<file path="src/verilog/lisi_pkg.sv">
// package: register map, field positions, reset values and timing constants of the line status block
`default_nettype none

package lisi_pkg;

	// host port shape
	localparam int ADDR_W = 8;
	localparam int DATA_W = 8;

	// register offsets on the parallel port
	localparam logic [7:0] REG_LINE_INFORMATION_TWO = 8'h11;
	localparam logic [7:0] REG_SR1   = 8'h16;
	localparam logic [7:0] REG_LINE_INTERRUPT_MASK_ONE  = 8'h17;
	localparam logic [7:0] REG_LINE_INTERFACE_CONTROL_FOUR  = 8'h7B;

	// reset values
	localparam logic [7:0] RST_LINE_INFORMATION_TWO = 8'h00;
	localparam logic [7:0] RST_SR1   = 8'h00;
	localparam logic [7:0] RST_LINE_INTERRUPT_MASK_ONE  = 8'h00;
	localparam logic [7:0] RST_LINE_INTERFACE_CONTROL_FOUR  = 8'h00;

	// control register four fields
	localparam int LINE_INTERFACE_CONTROL_FOUR_RT_LSB  = 0;
	localparam int LINE_INTERFACE_CONTROL_FOUR_TT_LSB  = 2;
	localparam int LINE_INTERFACE_CONTROL_FOUR_MPS_LSB = 4;
	localparam int LINE_INTERFACE_CONTROL_FOUR_MARK_INVERSION_INVERT    = 6;
	localparam int LINE_INTERFACE_CONTROL_FOUR_MARK_INVERSION_ENABLE    = 7;

	// status and mask bit positions
	localparam int ST_LOTC  = 0;
	localparam int ST_OPEN  = 1;
	localparam int ST_CLIM  = 2;
	localparam int ST_CLOSS = 3;
	localparam int ST_JITTER_BUFFER_LIMIT_EVENT  = 4;
	localparam int ST_SIGC  = 5;
	localparam int ST_TMR   = 6;
	localparam int ST_INPUT_LEVEL_LOW  = 7;
	// bits that latch on both edges of their condition
	localparam logic [7:0] DBL_MASK = 8'h8F;

	// positions in the vector of pin inputs that pass the two-stage synchroniser
	localparam int AS_LVL   = 0;
	localparam int AS_OPEN  = 4;
	localparam int AS_CLIM  = 5;
	localparam int AS_BOC   = 6;
	localparam int AS_CLOSS = 7;
	localparam int AS_JLIM  = 8;
	localparam int AS_SIGC  = 9;
	localparam int AS_LOWL  = 10;
	localparam int AS_RXC   = 11;
	localparam int AS_TXC   = 12;
	localparam int AS_PERR  = 13;
	localparam int AS_W     = 14;

	// clock and timing
	localparam int CLK_PERIOD_NS = 25;
	localparam int LOTC_T1_NS    = 5181;
	localparam int LOTC_E1_NS    = 3906;
	localparam logic [7:0] LOTC_T1_CYC = 8'((LOTC_T1_NS + CLK_PERIOD_NS - 1) / CLK_PERIOD_NS);
	localparam logic [7:0] LOTC_E1_CYC = 8'((LOTC_E1_NS + CLK_PERIOD_NS - 1) / CLK_PERIOD_NS);
	localparam int INPUT_LEVEL_LOW_TIME_NS  = 50_000_000;
	localparam int T1_RATE_KHZ   = 1544;
	localparam int E1_RATE_KHZ   = 2048;
	localparam int TMR_LONG_US   = 1_000_000;
	localparam int TMR_T1_SHORT_US = 42_000;
	localparam int TMR_E1_SHORT_US = 62_500;

	// pattern synchroniser
	localparam logic [5:0] SYNC_MATCH_N = 6'd32;
	localparam logic [5:0] SYNC_WIN_LAST = 6'd63;
	localparam logic [2:0] SYNC_ERR_N = 3'd6;

	typedef enum logic {
		SYNC_HUNT = 1'b0,
		SYNC_LOCK = 1'b1
	} lisi_sync_e;

endpackage

`default_nettype wire

</file>
<file path="src/verilog/lisi_pattern_sync.sv">
// module: real-time pattern synchroniser, gains lock on matches and drops it on error density
`timescale 1ns/1ps
`default_nettype none

module lisi_pattern_sync (
	input  wire logic mclk_i,
	input  wire logic nrst_i,
	input  wire logic bit_valid_i,
	input  wire logic bit_err_i,
	output logic      sync_o
);
	import lisi_pkg::*;

	typedef struct packed {
		lisi_sync_e state;
		logic [5:0] match_cnt;
		logic [5:0] bit_cnt;
		logic [2:0] err_cnt;
	} lisi_psync_s;

	lisi_psync_s st_reg;
	lisi_psync_s st_next;
	logic [2:0]  err_sum;

	always_comb begin
		st_next = st_reg;
		err_sum = st_reg.err_cnt + {2'b00, bit_err_i};
		if (bit_valid_i) begin
			unique case (st_reg.state)
				SYNC_HUNT: begin
					if (bit_err_i) begin
						st_next.match_cnt = 6'h00;
					end else if (st_reg.match_cnt == SYNC_MATCH_N - 6'd1) begin
						st_next.state = SYNC_LOCK;
						st_next.match_cnt = 6'h00;
						st_next.bit_cnt = 6'h00;
						st_next.err_cnt = 3'h0;
					end else begin
						st_next.match_cnt = st_reg.match_cnt + 6'd1;
					end
				end
				SYNC_LOCK: begin
					if (err_sum >= SYNC_ERR_N) begin
						st_next.state = SYNC_HUNT;
						st_next.match_cnt = 6'h00;
					end else if (st_reg.bit_cnt == SYNC_WIN_LAST) begin
						st_next.bit_cnt = 6'h00;
						st_next.err_cnt = 3'h0;
					end else begin
						st_next.bit_cnt = st_reg.bit_cnt + 6'd1;
						st_next.err_cnt = err_sum;
					end
				end
			endcase
		end
	end

	always_ff @(posedge mclk_i) begin
		if (!nrst_i) begin
			st_reg <= '{SYNC_HUNT, 6'h00, 6'h00, 3'h0};
		end else begin
			st_reg <= st_next;
		end
	end

	assign sync_o = st_reg.state;
endmodule // lisi_pattern_sync

`default_nettype wire

</file>
<file path="src/verilog/lisi_status.sv">
// module: line interface status, interrupt mask and control register four behind the host port
`timescale 1ns/1ps
`default_nettype none

// Functional notes
// - transmit termination code selects off/75/100/120 ohm
// - T1 prescaler codes map to master clock rates
// - E1 prescaler codes map to master clock rates
// - invert bit inverts mark-inversion signal at tips
// - real-time open-circuit flag in information register
// - real-time current-limit flag regardless of limiter enable
// - real-time code detected flag follows detector
// - pattern sync: 32 matches set, six-of-64 errors clear
// - transmit clock loss after one quiet channel time
// - latched open-circuit and current-limit double bits
// - latched carrier-loss double bit
// - jitter limit event sets, clears on read
// - signaling change event from enabled channels
// - timer event at counter update interval, receive clock
// - low input level latched after about 50 ms
// - mask bit gates source; conditions interrupt both edges
// - jitter clock source: master clock or PLL
module lisi_status #(
	parameter int TMR_T1_LONG_CNT  = lisi_pkg::TMR_LONG_US / 1000 * lisi_pkg::T1_RATE_KHZ,
	parameter int TMR_T1_SHORT_CNT = lisi_pkg::TMR_T1_SHORT_US * lisi_pkg::T1_RATE_KHZ / 1000,
	parameter int TMR_E1_LONG_CNT  = lisi_pkg::TMR_LONG_US / 1000 * lisi_pkg::E1_RATE_KHZ,
	parameter int TMR_E1_SHORT_CNT = lisi_pkg::TMR_E1_SHORT_US * lisi_pkg::E1_RATE_KHZ / 1000,
	parameter int INPUT_LEVEL_LOW_CYCLES      = lisi_pkg::INPUT_LEVEL_LOW_TIME_NS / lisi_pkg::CLK_PERIOD_NS
) (
	input  wire logic                          mclk_i,
	input  wire logic                          nrst_i,
	// host parallel port
	input  wire logic [lisi_pkg::ADDR_W-1:0]   addr_i,
	input  wire logic [lisi_pkg::DATA_W-1:0]   wdata_i,
	input  wire logic                          wr_i,
	input  wire logic                          rd_i,
	output logic      [lisi_pkg::DATA_W-1:0]   rdata_o,
	output logic                               irq_o,
	// settings held in other control registers of the device
	input  wire logic                          e1_mode_i,
	input  wire logic                          jitter_clk_source_sel_i,
	input  wire logic                          counter_update_select_i,
	// analog front end and line side, asynchronous to mclk_i
	input  wire logic [3:0]                    rx_level_i,
	input  wire logic                          tx_open_circuit_i,
	input  wire logic                          tx_current_limit_i,
	input  wire logic                          bit_oriented_code_i,
	input  wire logic                          rx_carrier_loss_i,
	input  wire logic                          jitter_limit_i,
	input  wire logic                          signaling_change_i,
	input  wire logic                          level_below_thresh_i,
	input  wire logic                          rx_clk_i,
	input  wire logic                          line_tx_clock_in_i,
	input  wire logic                          pattern_err_i,
	// controls to the analog front end
	output logic                               tx_term_75_o,
	output logic                               tx_term_100_o,
	output logic                               tx_term_120_o,
	output logic                               rx_term_75_o,
	output logic                               rx_term_100_o,
	output logic                               rx_term_120_o,
	output logic      [3:0]                    mclk_div_o,
	output logic                               mclk_e1_rate_o,
	output logic                               jitter_clk_from_pll_o,
	output logic                               mark_inversion_invert_o,
	output logic                               mark_inversion_enable_o
);
	import lisi_pkg::*;

	localparam int TMR_W  = $clog2(TMR_E1_LONG_CNT + 1);
	localparam int INPUT_LEVEL_LOW_W = $clog2(INPUT_LEVEL_LOW_CYCLES + 1);

	typedef struct packed {
		logic [AS_W-1:0]   s1;
		logic [AS_W-1:0]   s2;
		logic [AS_W-1:0]   prev;
		logic [7:0]        line_interface_control_four;
		logic [7:0]        mask;
		logic [7:0]        status;
		logic [7:0]        cond_prev;
		logic [7:0]        info;
		logic [7:0]        rdata;
		logic [7:0]        lotc_cnt;
		logic              lotc_cond;
		logic [INPUT_LEVEL_LOW_W-1:0] input_level_low_cnt;
		logic              input_level_low_cond;
		logic [TMR_W-1:0]  tmr_cnt;
		logic              irq;
		logic [2:0]        tx_term;
		logic [2:0]        rx_term;
		logic [3:0]        mclk_div;
		logic              mclk_e1;
		logic              jclk_pll;
		logic              cmi_inv;
		logic              cmi_en;
	} lisi_state_s;

	lisi_state_s      st_reg;
	lisi_state_s      st_next;
	logic [AS_W-1:0]  async_in;
	logic             pat_sync;
	logic             rxc_rise;
	logic             txc_edge;
	logic             jitter_buffer_limit_event_rise;
	logic             sigc_rise;
	logic             tmr_tick;
	logic             wr_line_interface_control_four;
	logic             wr_line_interrupt_mask_one;
	logic             rd_sr1;
	logic [7:0]       cond;
	logic [7:0]       set_bits;
	logic [7:0]       clr_bits;
	logic [7:0]       lotc_lim;
	logic [TMR_W-1:0] tmr_lim;

	assign async_in = {pattern_err_i, line_tx_clock_in_i, rx_clk_i, level_below_thresh_i,
		signaling_change_i, jitter_limit_i, rx_carrier_loss_i, bit_oriented_code_i,
		tx_current_limit_i, tx_open_circuit_i, rx_level_i};

	////////////////////////////////////////////////////////////////////////////////
	// pattern synchroniser, one bit per rising edge of the receive clock

	lisi_pattern_sync u_psync (
		.mclk_i      (mclk_i),
		.nrst_i      (nrst_i),
		.bit_valid_i (rxc_rise),
		.bit_err_i   (st_reg.s2[AS_PERR]),
		.sync_o      (pat_sync)
	);

	////////////////////////////////////////////////////////////////////////////////
	// next state

	always_comb begin
		st_next = st_reg;
		// two-stage synchroniser, then one stage for edge detection
		st_next.s1 = async_in;
		st_next.s2 = st_reg.s1;
		st_next.prev = st_reg.s2;

		rxc_rise  = st_reg.s2[AS_RXC] & ~st_reg.prev[AS_RXC];
		txc_edge  = st_reg.s2[AS_TXC] ^ st_reg.prev[AS_TXC];
		jitter_buffer_limit_event_rise = st_reg.s2[AS_JLIM] & ~st_reg.prev[AS_JLIM];
		sigc_rise = st_reg.s2[AS_SIGC] & ~st_reg.prev[AS_SIGC];
		wr_line_interface_control_four = wr_i && (addr_i == REG_LINE_INTERFACE_CONTROL_FOUR);
		wr_line_interrupt_mask_one = wr_i && (addr_i == REG_LINE_INTERRUPT_MASK_ONE);
		rd_sr1  = rd_i && (addr_i == REG_SR1);

		// transmit clock watchdog, limit is one channel time of the line rate
		lotc_lim = e1_mode_i ? LOTC_E1_CYC : LOTC_T1_CYC;
		if (txc_edge) begin
			st_next.lotc_cnt = 8'h00;
			st_next.lotc_cond = 1'b0;
		end else if (st_reg.lotc_cnt >= lotc_lim - 8'd1) begin
			st_next.lotc_cond = 1'b1;
		end else begin
			st_next.lotc_cnt = st_reg.lotc_cnt + 8'd1;
		end

		// low input level must persist before the condition is taken
		if (!st_reg.s2[AS_LOWL]) begin
			st_next.input_level_low_cnt = '0;
			st_next.input_level_low_cond = 1'b0;
		end else if (st_reg.input_level_low_cnt >= INPUT_LEVEL_LOW_W'(INPUT_LEVEL_LOW_CYCLES - 1)) begin
			st_next.input_level_low_cond = 1'b1;
		end else begin
			st_next.input_level_low_cnt = st_reg.input_level_low_cnt + INPUT_LEVEL_LOW_W'(1);
		end

		// update interval counted in receive clock periods
		if (e1_mode_i) begin
			tmr_lim = counter_update_select_i ? TMR_W'(TMR_E1_SHORT_CNT - 1)
				: TMR_W'(TMR_E1_LONG_CNT - 1);
		end else begin
			tmr_lim = counter_update_select_i ? TMR_W'(TMR_T1_SHORT_CNT - 1)
				: TMR_W'(TMR_T1_LONG_CNT - 1);
		end
		tmr_tick = 1'b0;
		if (rxc_rise) begin
			if (st_reg.tmr_cnt >= tmr_lim) begin
				st_next.tmr_cnt = '0;
				tmr_tick = 1'b1;
			end else begin
				st_next.tmr_cnt = st_reg.tmr_cnt + TMR_W'(1);
			end
		end

		// conditions of the double interrupt bits
		cond = 8'h00;
		cond[ST_LOTC]  = st_reg.lotc_cond;
		cond[ST_OPEN]  = st_reg.s2[AS_OPEN];
		cond[ST_CLIM]  = st_reg.s2[AS_CLIM];
		cond[ST_CLOSS] = st_reg.s2[AS_CLOSS];
		cond[ST_INPUT_LEVEL_LOW]  = st_reg.input_level_low_cond;
		st_next.cond_prev = cond;

		set_bits = (cond ^ st_reg.cond_prev) & DBL_MASK;
		set_bits[ST_JITTER_BUFFER_LIMIT_EVENT] = jitter_buffer_limit_event_rise;
		set_bits[ST_SIGC] = sigc_rise;
		set_bits[ST_TMR]  = tmr_tick;

		// a read clears what it returned; a new event in the same cycle survives
		clr_bits = rd_sr1 ? st_reg.status : 8'h00;
		st_next.status = (st_reg.status & ~clr_bits) | set_bits;

		// real-time information register
		st_next.info = {pat_sync, st_reg.s2[AS_BOC], st_reg.s2[AS_CLIM],
			st_reg.s2[AS_OPEN], st_reg.s2[AS_LVL+3:AS_LVL]};

		// host writes
		if (wr_line_interface_control_four) begin
			st_next.line_interface_control_four = wdata_i;
		end
		if (wr_line_interrupt_mask_one) begin
			st_next.mask = wdata_i;
		end

		// host reads, answered one cycle later; unmapped offsets read zero
		st_next.rdata = 8'h00;
		if (rd_i) begin
			unique case (addr_i)
				REG_LINE_INFORMATION_TWO: st_next.rdata = st_reg.info;
				REG_SR1:   st_next.rdata = st_reg.status;
				REG_LINE_INTERRUPT_MASK_ONE:  st_next.rdata = st_reg.mask;
				REG_LINE_INTERFACE_CONTROL_FOUR:  st_next.rdata = st_reg.line_interface_control_four;
				default:   st_next.rdata = 8'h00;
			endcase
		end

		st_next.irq = |(st_next.status & st_next.mask);

		// termination decode
		unique case (st_next.line_interface_control_four[LINE_INTERFACE_CONTROL_FOUR_TT_LSB +: 2])
			2'b00: st_next.tx_term = 3'b000;
			2'b01: st_next.tx_term = 3'b001;
			2'b10: st_next.tx_term = 3'b010;
			2'b11: st_next.tx_term = 3'b100;
		endcase
		unique case (st_next.line_interface_control_four[LINE_INTERFACE_CONTROL_FOUR_RT_LSB +: 2])
			2'b00: st_next.rx_term = 3'b000;
			2'b01: st_next.rx_term = 3'b001;
			2'b10: st_next.rx_term = 3'b010;
			2'b11: st_next.rx_term = 3'b100;
		endcase

		// master clock is the base rate times 1, 2, 4 or 8; the PLL path needs E1 base rate
		st_next.mclk_div = 4'h1 << st_next.line_interface_control_four[LINE_INTERFACE_CONTROL_FOUR_MPS_LSB +: 2];
		st_next.mclk_e1 = e1_mode_i | jitter_clk_source_sel_i;
		st_next.jclk_pll = jitter_clk_source_sel_i;
		st_next.cmi_inv = st_next.line_interface_control_four[LINE_INTERFACE_CONTROL_FOUR_MARK_INVERSION_INVERT];
		st_next.cmi_en = st_next.line_interface_control_four[LINE_INTERFACE_CONTROL_FOUR_MARK_INVERSION_ENABLE];
	end

	////////////////////////////////////////////////////////////////////////////////
	// state register

	always_ff @(posedge mclk_i) begin
		if (!nrst_i) begin
			st_reg <= '0;
			st_reg.line_interface_control_four <= RST_LINE_INTERFACE_CONTROL_FOUR;
			st_reg.mask <= RST_LINE_INTERRUPT_MASK_ONE;
			st_reg.status <= RST_SR1;
			st_reg.info <= RST_LINE_INFORMATION_TWO;
			st_reg.mclk_div <= 4'h1;
		end else begin
			st_reg <= st_next;
		end
	end

	assign rdata_o                 = st_reg.rdata;
	assign irq_o                   = st_reg.irq;
	assign tx_term_75_o            = st_reg.tx_term[0];
	assign tx_term_100_o           = st_reg.tx_term[1];
	assign tx_term_120_o           = st_reg.tx_term[2];
	assign rx_term_75_o            = st_reg.rx_term[0];
	assign rx_term_100_o           = st_reg.rx_term[1];
	assign rx_term_120_o           = st_reg.rx_term[2];
	assign mclk_div_o              = st_reg.mclk_div;
	assign mclk_e1_rate_o          = st_reg.mclk_e1;
	assign jitter_clk_from_pll_o   = st_reg.jclk_pll;
	assign mark_inversion_invert_o = st_reg.cmi_inv;
	assign mark_inversion_enable_o = st_reg.cmi_en;
endmodule // lisi_status

`default_nettype wire

</file>
<file path="config.mk">
export PLATFORM = sky130hd
export DESIGN_NAME = lisi_status
export DESIGN_NICKNAME = d
export VERILOG_FILES = /design/src/verilog/lisi_pkg.sv /design/src/verilog/lisi_pattern_sync.sv /design/src/verilog/lisi_status.sv
export SDC_FILE = /design/constraint.sdc
export NUM_CORES = 1
export LEC_CHECK = 0
export ABC_AREA = 1
export BUFFER_PORTS_ARGS = -buffer_cell sky130_fd_sc_hd__buf_2
export CORE_ASPECT_RATIO = 0.75
export CORE_MARGIN = 1.5
export CORE_UTILIZATION = 33
export DETAILED_ROUTE_END_ITERATION = 8
export PLACE_DENSITY_LB_ADDON = 0.2
export SYNTH_ARGS = -nofsm -noshare
export SYNTH_HDL_FRONTEND = slang
export SYNTH_SLANG_ARGS = --single-unit
export TNS_END_PERCENT = 30
</file>
<file path="constraint.sdc">
create_clock -name mclk_i -period 2.15 [get_ports mclk_i]
set_clock_uncertainty 0.2 [all_clocks]
set_input_delay 0.43 -clock mclk_i [delete_from_list [all_inputs] [get_ports mclk_i]]
set_output_delay 0.43 -clock mclk_i [all_outputs]
set_load 0.03 [all_outputs]
</file>
Word-level counts from Yosys, hierarchy flattened:

Index checks and enable logic that the tools add are counted.

* register bits after elaboration: 172

* reductions and logical operators: 11
* multiplexer cells: 23
* add/sub/neg operators: 7
* magnitude comparators: 4
* shifts and indexed selects: 1
* bitwise operators: 15
* equal/unequal tests: 16

Operator list (number)
* $mux W21: 4
* $add A21 B1 Y21 const B: 2
* $mux W9: 4
* $pmux W16 S2: 1
* $pmux W8 S4: 1
* $eq A8 B5 Y1 const B: 3
* $mux W8: 3
* $pmux W3 S4: 2
* $ge A21 B21 Y1: 1
* $ge A21 B21 Y1 const B: 1
* $and A8 B8 Y8: 2
* $mux W7: 2
* $add A6 B1 Y6 const B: 2
* $mux W6: 2
* $add A8 B1 Y8 const B: 1
* $eq A2 B2 Y1 const B: 4
* $eq A8 B7 Y1 const B: 1
* $ge A8 B8 Y1: 1
* $not A8 Y8: 1
* $or A8 B8 Y8: 1
* $reduce_or A8 Y1: 1
* $sub A8 B1 Y8 const B: 1
* $xor A8 B8 Y8: 1
* $eq A6 B5 Y1 const B: 1
* 17 further kinds: 34

Depth between registers and ports, before layout:

Gate-level depths: netlist of the first run.

* depth after elaboration: 8
* mapped depth: 16
* depth with buffers taken out: 16

Cells and area by module:

A second synthesis of the first run with hierarchy kept.

* cell total of the unflattened synthesis: 1017
* area total of the unflattened synthesis: 7482.2 um^2

Modules (own cells, without submodules)
* lisi_status: area an instance 6523.8 um^2, times used 1, cells each 881
* lisi_pattern_sync: area an instance 958.4 um^2, times used 1, cells each 136

Least setup slack after synthesis of the first run:

No wires, ideal clock.

* kind: input -> register
* start point: input e1_mode_i
* end point: register st_reg[20] in the netlist's numbering
* required time: 1.833 ns
* arrival: 1.797 ns
* stages on the path: 16
* setup slack: 0.036 ns
* path through: inv_1 -> nor2_1 -> inv_1 -> ha_1 -> nand2_1 -> nor2_1 -> nand3_1 -> nor2_1 -> nand2_1 -> nand3_1 -> nor2_2 -> nand2_1 -> nand2_1 -> nand2_2 -> buf_4 -> nor2_1

* word-level cells in the longest chain between the ends: 3

RTL lines
* start, declared: line lisi_status.sv:40 `input wire logic e1_mode_i,`
* $mux W21: line lisi_status.sv:171 `if (e1_mode_i) begin`
* $ge A21 B21 Y1: line lisi_status.sv:180 `if (st_reg.tmr_cnt >= tmr_lim) begin`
* $mux W21: line lisi_status.sv:180
* end signal, assigned: line lisi_status.sv:266 `st_reg <= st_next;`
* end, declared: line lisi_status.sv:98 `lisi_state_s st_reg;`

No other way between the ends.
A chain may end at the register's enable or synchronous reset.

Worst setup path after layout of the first run:

* start point: register st_reg[31] in the netlist's numbering
* end point: register st_reg[31] in the netlist's numbering

* word-level cells in the longest chain between the ends: 2

RTL lines (line)
* $add A21 B1 Y21 or $ge A21 B21 Y1 (tied branches): lisi_status.sv:184, lisi_status.sv:180
* $mux W21 (*): lisi_status.sv:180

Every way passes the cells marked *; elsewhere a longest branch is shown, timed or not.

==> results_dict.tcl, run 1 <==
set metrics [dict create \
    critPathLaunchType "flop" \
    fmax_mhz 495 \
    postRouteWirelength_mm 16.9 \
    reg2reg_to "st_reg[31]$_SDFFE_PN0P_" \
    die_h_um 133 \
    synth.avg_cell_area_um2 7.24 \
    syn-cell-area_um2 7410 \
    antenna_found_initial 0 \
    ioPinCount 60 \
    ff2ff_path_depth 13 \
    crit_path_max_incr_delay_ns 0.45 \
    final_area_um2 9060 \
    status "finished clean" \
    mostFrequentLayoutCells "nand2_1, inv_1, dfxtp_1, nor2_1, nand3_1" \
    root_buffer "clkbuf_16" \
    crit_buf_inv 1 \
    rrSetupSlack_ns 0.13 \
    worst_path_max_delay_cell "dfxtp_1" \
    synth_seq_cells 156 \
    timing.final.crit_share 0.939 \
    regArea_um2 3120 \
    timing.rr.start "st_reg[31]$_SDFFE_PN0P_" \
    endpoint_kind "flop" \
    cts_sinks 156 \
    p_sw_frac 0.241 \
    cts_buffers 17 \
    worst_slack_ns 0.130 \
    relSlewSlack 0.726 \
    gp_congestion 0.881 \
    place_ws_ns -0.265 \
    antenna_cells 0 \
    die_area_um2 23400 \
    slew_violations 0 \
    cp_top_family "simple AND/OR/NAND/NOR gates" \
    h-tree-depth 4 \
    required_ns 2.31 \
    io_buffers 59 \
    p_sw_mw 1.46 \
    overflow 0 \
    leakage_nw 4.02 \
    path_common_cell "nor2_1" \
    crit_start "st_reg[31]$_SDFFE_PN0P_" \
    syn_inst 1023 \
    chipWidth_um 176 \
    hold_depth 3 \
    path_cells "ha_1 > nand2_1 > nor2_1 > nand3_1 > nor2_1 > nand2_1 > nand3_1 > nor2_2 > nand2_2 > nand2_2 > nand2_4 > clkbuf_16 > nor2_1" \
    synth_cell_types 43 \
    dp_hpwl_mm 12.8 \
    worstSkewPairLatency_ns 0.43 \
    synth_seq_area_share 0.421 \
    period_minus_slack_ns 2.02 \
    nNetsFinal 1195 \
    synth_compound_area_frac 0.0961 \
    grt_pass1_vias 5896 \
    synthSimpleGateAreaFrac 0.277 \
    arrival_ns 2.18 \
    clock_tree.buffer_depth 2 \
    vias 6319 \
    ys_warn_count 0 \
    combPwrFrac 0.051 \
    ys.flop_type "dfxtp_1" \
    internal_power_mw 4.61 \
    drt_iter0_drc 484 \
    initial_utilization 0.336 \
    grt_pass1_wl_mm 28.6 \
    cts_tree "done" \
    synthArstFlopShare 0 \
    syn_to_final_growth_pct 22.3 \
    antenna_left 0 \
    min_to "st_next[135]$_SDFF_PN0_" \
    synth_nets 1084 \
    clk_pin_slew_ns 0.06 \
    crit_type "reg -> reg" \
    synth_top_family_by_area "simple AND/OR/NAND/NOR gates" \
    rows 47 \
    pwr-share-seq 0.487 \
    place_area_um2 8320 \
    largest_reg_flops 89 \
    wl_per_cell_um 11.8 \
    muxShareOfSynthArea 0 \
    synth-xor-area-share 0.0449 \
    setup_viol 0 \
    multi_input_area_um2 3430 \
    drt_first_pass_iters 5 \
    hold_path_startpoint "bit_oriented_code_i" \
    max_cap_viol_count 0 \
    drc 0 \
    hold_class "in -> reg" \
    peakVddDrop_v 0.000561 \
    tightest_slew_ns 0.408 \
    n_fill_cell 2282 \
    synthAdderAreaFrac 0.0405 \
    hold_viol_final 0 \
    viasPerCell 4.39 \
    p_total_mw 6.08 \
    grt_use_total 0.152 \
    powerDensity_nw_per_um2 670 \
    crit_fanout 9 \
    pwr-share-clk 0.462 \
    synth_edf_count 0 \
    core_um2 22100 \
    grt_max_degree 60 \
    mostFrequentLayoutCell "nand2_1" \
    drive_gt1_frac 0.174 \
]
-- worst register-to-register path, stage by stage (launching register included) --
cell,delay [ns]
dfxtp_1,0.45
ha_1,0.29
nand2_1,0.11
nor2_1,0.06
nand3_1,0.07
nor2_1,0.04
nand2_1,0.05
nand3_1,0.07
nor2_2,0.12
nand2_2,0.07
nand2_2,0.08
nand2_4,0.09
clkbuf_16,0.19
nor2_1,0.08
-- power by group through the flow --
stage | combinational (mW) | clock [mW] | sequential [mW]
after floorplan | 0.151 | 0 | 3.02
after global placement | 0.288 | 0 | 3.02
after detailed placement | 0.288 | 0 | 3.02
after CTS | 0.306 | 2.90 | 2.96
after global routing | 0.354 | 3.03 | 2.96
final | 0.310 | 2.81 | 2.96
-- how the worst max path moves through the flow --
stage / slack [ns] / to / cells past startpoint
2_1_floorplan: 0.04 / st_reg[20]$_SDFFE_PN0P_ / 16
3_3_place_gp: -0.26 / st_reg[27]$_SDFFE_PN0P_ / 18
3_5_place_dp: -0.27 / st_reg[33]$_SDFFE_PN0P_ / 17
4_1_cts: 0.05 / u_psync.st_reg[7]$_SDFFE_PN0P_ / 10
5_1_grt: -0.005 / u_psync.st_reg[7]$_SDFFE_PN0P_ / 10
6_report: 0.13 / st_reg[31]$_SDFFE_PN0P_ / 13
-- metrics by stage --
step,util,instances,hold WS (ns),TNS [ns]
2_1_floorplan,-,1023,0.190,0
3_3_place_gp,0.377,1395,0.196,-5.48
3_5_place_dp,0.377,1395,0.198,-5.69
4_1_cts,0.408,1439,0.00605,0
5_1_grt,0.411,1441,0.0132,-0.00467
6_report,0.411,1441,0.0120,0
-- what timing repair did --
action	in CTS	in global routing
hold endpoints to repair	12	0
gates resized for setup	0	13
endpoints found under the setup margin	0	23
hold buffers	12	0
buffers inserted	0	1
-- area by class of cell --
class                   instances  area share
flip-flops and latches        156       0.345
clock inverters                12      0.0116
multi-input cells             655       0.378
well taps                     294      0.0406
clock buffers                  20      0.0493
repair buffers                130       0.104
inverters                     174      0.0721
-- cells in the mapped netlist (2+ instances only) --
cell type / n / share of area
nand2_1: 207 / 0.10
inv_1: 166 / 0.084
dfxtp_1: 156 / 0.42
nor2_1: 137 / 0.069
nand3_1: 62 / 0.042
o21ai_0: 43 / 0.029
a21oi_1: 32 / 0.022
ha_1: 24 / 0.041
nor3_1: 24 / 0.016
xor2_1: 23 / 0.027
xnor2_1: 15 / 0.018
a21oi_2: 14 / 0.017
buf_4: 14 / 0.014
clkbuf_1: 13 / 0.0066
nand4_1: 12 / 0.010
o22ai_1: 9 / 0.0076
o21ai_1: 8 / 0.0054
buf_2: 6 / 0.0041
inv_2: 6 / 0.0030
a211oi_1: 5 / 0.0051
buf_6: 5 / 0.0076
nand2_2: 4 / 0.0034
nor3_2: 4 / 0.0054
nand3_2: 3 / 0.0041
nor2_2: 3 / 0.0025
nor2_4: 3 / 0.0046
o21bai_1: 3 / 0.0030
a21boi_0: 2 / 0.0020
a311oi_1: 2 / 0.0024
and2_1: 2 / 0.0017
and3_1: 2 / 0.0017
clkinv_1: 2 / 0.0010
or2_0: 2 / 0.0017
-- kinds of logic (layout without fill, tap and decap cells) --
logic type,Yosys count,in the layout
AND/OR/NAND/NOR,472,472
buffers and inverters,212,336
flip-flops,156,156
AO/OA/AOI/OAI,121,121
XOR/XNOR,38,38
adder cells (fa/ha/maj),24,24
-- metal layers --
metal / track usage / wire length (um)
met1: 0.230 / 9450
met2: 0.214 / 6540
met3: 0.0388 / 877
met4: 0.0313 / 78
met5: 0 / 0
Power figures use the tool's default switching activity.
==> run 2, diff against run 1 <==
--- a/config.mk
+++ b/config.mk
@@ -11,7 +11,7 @@
 export CORE_MARGIN = 1.5
 export CORE_UTILIZATION = 33
 export DETAILED_ROUTE_END_ITERATION = 8
-export PLACE_DENSITY_LB_ADDON = 0.2
+export RECOVER_POWER = 25
 export SYNTH_ARGS = -nofsm -noshare
 export SYNTH_HDL_FRONTEND = slang
 export SYNTH_SLANG_ARGS = --single-unit
==> run 2 against run 1 <==
Design area is 0.97% lower; fmax is 0.40% higher; register-to-register slack hardly changed; largest power group is now clock.
==> results_dict.tcl, run 2 (same netlist as run 1, synthesis figures left out) <==
set metrics [dict create \
    fin_cells 1435 \
    timing.hold.ws_ns 0.0247 \
    final_util 0.407 \
    vias 6330 \
    clk_pin_slew_ns 0.06 \
    hold_viol_final 0 \
    final_area_um2 8970 \
    initial_utilization 0.336 \
    antenna_cells 0 \
    die_h_um 133 \
    relSlewSlack 0.454 \
    grt_max_degree 36 \
    postRouteWirelength_mm 16.8 \
    mostFrequentLayoutCell "nand2_1" \
    grt_pass1_vias 5725 \
    crit_fanout 6 \
    grt_pass1_wl_mm 28.3 \
    h-tree-depth 4 \
    wl_per_cell_um 11.7 \
    clock_tree.buffer_depth 2 \
    internal_power_mw 4.91 \
    drc 0 \
    dp_hpwl_mm 12.7 \
    gp_congestion 0.867 \
    pwr-share-clk 0.487 \
    cp_top_family "compound AO/OA/AOI/OAI gates" \
    nNetsFinal 1189 \
    io_buffers 59 \
    path_common_cell "ha_1" \
    cts_tree "done" \
    syn_to_final_growth_pct 21.1 \
    tightest_slew_ns 0.819 \
    crit_type "reg -> reg" \
    root_buffer "clkbuf_16" \
    worst_slack_ns 0.138 \
    crit_path_max_incr_delay_ns 0.31 \
    path_cells "ha_1 > ha_1 > inv_1 > o21ai_0 > nand2_1 > nand2_2 > buf_4 > a21oi_1 > a211oi_2" \
    largest_reg_flops 89 \
    antenna_found_initial 0 \
    viasPerCell 4.41 \
    p_total_mw 6.34 \
    place_area_um2 8260 \
    antenna_left 0 \
    p_sw_mw 1.43 \
    die_area_um2 23400 \
    chipWidth_um 176 \
    rsz0062_at_grt "true" \
    timing.final.crit_share 0.936 \
    mostFrequentLayoutCells "nand2_1, inv_1, dfxtp_1, nor2_1, nand3_1" \
    endpoint_kind "flop" \
    leakage_nw 3.98 \
    pwr-share-seq 0.467 \
    slew_violations 0 \
    worst_path_max_delay_cell "dfxtp_1" \
    status "finished clean" \
    peakVddDrop_v 0.000597 \
    hold_class "in -> reg" \
    overflow 0 \
    setup_viol 0 \
    drt_first_pass_iters 5 \
    cts_setup_buffers 0 \
    cts_sinks 156 \
    fmax_mhz 497 \
    period_minus_slack_ns 2.01 \
    core_um2 22100 \
    p_sw_frac 0.226 \
    arrival_ns 2.15 \
    powerDensity_nw_per_um2 706 \
    critPathLaunchType "flop" \
    drive_gt1_frac 0.166 \
    required_ns 2.29 \
    rows 47 \
    place_ws_ns -0.265 \
    ioPinCount 60 \
    drt_iter0_drc 392 \
    crit_buf_inv 2 \
    placed_cells 1393 \
    max_cap_viol_count 0 \
    combPwrFrac 0.046 \
    worstSkewPairLatency_ns 0.42 \
    cts_buffers 17 \
    setup_tns_ns 0 \
    grt_use_total 0.151 \
]
==> run 2: changes by cell type in the layout (fill, tap and decap cells not counted), moves of 2 or more <==
cell,change
buf_12,-4
buf_4,-2
bufinv_16,+2
clkbuf_1,+2
clkbuf_8,+3
clkinv_4,-2
clkinvlp_4,+2
dlygate4sd3_1,-2
inv_6,-2
nor2_1,+4
nor2_2,-4
==> run 2: final timing paths <==
path / from / end / slack, ns / depth (start not counted)
max: u_psync.st_reg[0]$_SDFFE_PN0P_ / u_psync.st_reg[5]$_SDFFE_PN0P_ / 0.14 / 9
min: tx_open_circuit_i / st_next[133]$_SDFF_PN0_ / 0.02 / 3
max reg2reg: u_psync.st_reg[0]$_SDFFE_PN0P_ / u_psync.st_reg[5]$_SDFFE_PN0P_ / 0.14 / 9
min reg2reg: st_next[75]$_SDFF_PN0_ / st_reg[115]$_SDFF_PN0_ / 0.21 / 2
==> run 2: area by class of cell <==
cell class / count / area, um2
Inverter: 174 / 653
Fill cell: 2258 / 13100
Timing Repair Buffer: 124 / 808
Tap cell: 294 / 368
Clock inverter: 11 / 134
Sequential cell: 156 / 3120
Clock buffer: 21 / 480
Multi-Input combinational cell: 655 / 3410
==> run 2: repair_timing <==
action,CTS,global route
setup endpoints to repair,0,23
gates resized for setup,0,7
endpoints found under the hold margin,10,0
hold buffers,10,0
==> run 2: tightest hold or removal path: cells and delay by family <==
| kind | cells | cell delay [ns] |
|---|---|---|
| buffers and inverters | 2 | 0.13 |
| and+or+nand+nor | 1 | 0.04 |
==> run 2: power groups by stage <==
stage	combinational, mW	sequential, mW	clock (mW)
final	0.292	2.96	3.09
after global routing	0.334	2.96	3.32
after CTS	0.296	2.96	3.18
after detailed placement	0.280	3.02	0
after global placement	0.277	3.02	0
after floorplan	0.151	3.02	0
==> run 2: layer usage <==
metal	share of wire	GRT usage
met5	0	0
met4	0.013	0.0513
met3	0.051	0.0376
met2	0.38	0.200
met1	0.56	0.232
==> run 3, diff against run 2 <==
--- a/config.mk
+++ b/config.mk
@@ -7,10 +7,13 @@
 export LEC_CHECK = 0
 export ABC_AREA = 1
 export BUFFER_PORTS_ARGS = -buffer_cell sky130_fd_sc_hd__buf_2
+export CELL_PAD_IN_SITES_DETAIL_PLACEMENT = 1
+export CELL_PAD_IN_SITES_GLOBAL_PLACEMENT = 1
 export CORE_ASPECT_RATIO = 0.75
 export CORE_MARGIN = 1.5
-export CORE_UTILIZATION = 33
+export CORE_UTILIZATION = 40
 export DETAILED_ROUTE_END_ITERATION = 8
+export PLACE_DENSITY_LB_ADDON = 0.1
 export RECOVER_POWER = 25
 export SYNTH_ARGS = -nofsm -noshare
 export SYNTH_HDL_FRONTEND = slang
==> run 3 against run 2 <==
Die area fell by 17%; power rose by 5.7%; first-iteration DRC count fell by 9.7%; critical path depth rose by 6; register-to-register slack got worse by 0.06 ns; combinational power rose by 15%; fmax fell by 2.9%; core utilization rose by 11 points; wire length rose by 22%; worst hold slack got worse by 0.020 ns; non-clock buffer count rose by 19; sequential share of layout area fell by 1.2 points; largest power group unchanged; highest routed layer unchanged.
==> results_dict.tcl, run 3 (same netlist as run 1, synthesis figures left out) <==
set metrics [dict create \
    status "finished clean" \
    relSlewSlack 0.462 \
    cp_top_family "buffers and inverters" \
    n_fill_cell 2291 \
    antenna_cells 0 \
    core_um2 17900 \
    chipWidth_um 160 \
    antenna_left 0 \
    vias 6662 \
    max_cap_viol_count 0 \
    mostFrequentLayoutCell "nand2_1" \
    wl_per_cell_um 14.5 \
    met2WireLength_mm 8.89 \
    endpoint_kind "flop" \
    arrival_ns 2.18 \
    clk_pin_slew_ns 0.06 \
    syn_to_final_growth_pct 25.5 \
    fmax_mhz 483 \
    drive_gt1_frac 0.200 \
    clock_tree.buffer_depth 2 \
    drc 0 \
    nNetsFinal 1208 \
    tightest_slew_ns 0.807 \
    slew_violations 0 \
    grt_pass1_wl_mm 33.4 \
    hold_class "in -> reg" \
    die_area_um2 19400 \
    h-tree-depth 4 \
    fin_cells 1402 \
    period_minus_slack_ns 2.07 \
    regArea_um2 3130 \
    mostFrequentLayoutCells "nand2_1, inv_1, dfxtp_1, nor2_1, nand3_1" \
    placed_cells 1352 \
    drt_first_pass_iters 4 \
    grt_max_degree 36 \
    cts_tree "done" \
    die_h_um 121 \
    drt_iter0_drc 354 \
    wl_met1_mm 10.7 \
    crit_path_max_incr_delay_ns 0.28 \
    hold_viol_final 0 \
    critPathLaunchType "input port" \
    worstSkewPairLatency_ns 0.43 \
    cts_buffers 17 \
    viasPerCell 4.75 \
    postRouteWirelength_mm 20.4 \
    overflow 0 \
    gp_congestion 0.855 \
    path_cells "buf_2 > inv_2 > buf_4 > buf_4 > ha_1 > inv_1 > nor2_1 > o21bai_1 > a21oi_1 > nor2_2 > nand2_1 > nand2_2 > nand2_4 > clkbuf_16 > nor2_1" \
    grt_use_total 0.218 \
    dp_hpwl_mm 14.6 \
    powerDensity_nw_per_um2 720 \
    multi_input_area_um2 3530 \
    cts_sinks 156 \
    io_buffers 59 \
    largest_reg_flops 89 \
    timing.final.crit_share 0.964 \
    grt_pass1_vias 6819 \
    rows 42 \
    required_ns 2.26 \
    leakage_nw 4.13 \
    crit_type "in -> reg" \
    root_buffer "clkbuf_16" \
    crit_fanout 5 \
    antenna_found_initial 0 \
    worst_path_max_delay_cell "ha_1" \
    initial_utilization 0.415 \
    ioPinCount 60 \
    highest_layer "met4" \
    crit_buf_inv 6 \
    peakVddDrop_v 0.000446 \
    timing.hold.ws_ns 0.00501 \
    wl_met3_um 699 \
    setup_viol 0 \
]
-- run 3: cell types whose count changed in the layout (fill, tap and decap cells not counted), moves of 3 or more --
cell	change
buf_4	+10
bufinv_16	+3
clkinv_4	-3
dfxtp_1	-6
dfxtp_2	+6
dlygate4sd3_1	+3
ha_1	-7
ha_4	+5
inv_6	+3
nor2_1	-7
nor2_2	+5
-- run 3: per-layer routing --
metal / GRT usage / vias to the layer above
met3: 0.0455 / 8
li1: - / 3435
met5: 0 / -
met4: 0.0438 / 0
met2: 0.349 / 80
met1: 0.304 / 3139
-- run 3: metrics by stage --
| stage | area [um2] | worst slack [ns] | total power, mW | util | TNS, ns |
|---|---|---|---|---|---|
| 4_1_cts | 9090 | 0.00216 | 6.74 | 0.509 | 0 |
| 6_report | 9300 | 0.0782 | 6.70 | 0.521 | 0 |
| 3_3_place_gp | 8300 | -0.226 | 3.31 | 0.465 | -5.01 |
| 2_1_floorplan | 7410 | 0.0361 | 3.17 | - | 0 |
| 3_5_place_dp | 8300 | -0.306 | 3.31 | 0.465 | -6.99 |
| 5_1_grt | 9300 | -0.0398 | 6.94 | 0.521 | -0.367 |
-- run 3: layout make-up --
class                      count  share of cell area
clock buffer                  19              0.0487
inverter                     174              0.0702
sequential                   156               0.337
tap                          242              0.0325
timing repair buffer         143               0.111
multi-input combinational    655               0.379
clock inverter                13              0.0223
-- run 3: path summary, 6_finish.rpt --
check	cells after the start	slack [ns]	to	start
worst max-delay path	15	0.08	st_reg[22]$_SDFFE_PN0P_	counter_update_select_i
worst min-delay path	3	0.005	st_next[130]$_SDFF_PN0_	rx_level_i[1]
worst max register to register	13	0.08	st_reg[22]$_SDFFE_PN0P_	st_reg[15]$_SDFFE_PN0P_
worst min register to register	2	0.21	st_next[127]$_SDFF_PN0_	st_next[141]$_SDFF_PN0_
-- run 3: worst min-delay path, cell delays in order --
cell and delay (ns):
buf_2 0.08, nand2_1 0.05, inv_1 0.04
-- run 3: power by group --
group          switching [mW]  total (mW)  internal [mW]
Clock                    1.27        3.40           2.13
Combinational           0.193       0.335          0.142
Sequential             0.0210        2.96           2.94
-- run 3: repair_timing --
item	4_1_cts	5_1_grt
setup buffers	0	3
hold endpoints to repair	13	0
endpoints found under the setup margin	0	33
gates resized for setup	0	39
hold buffers	13	0
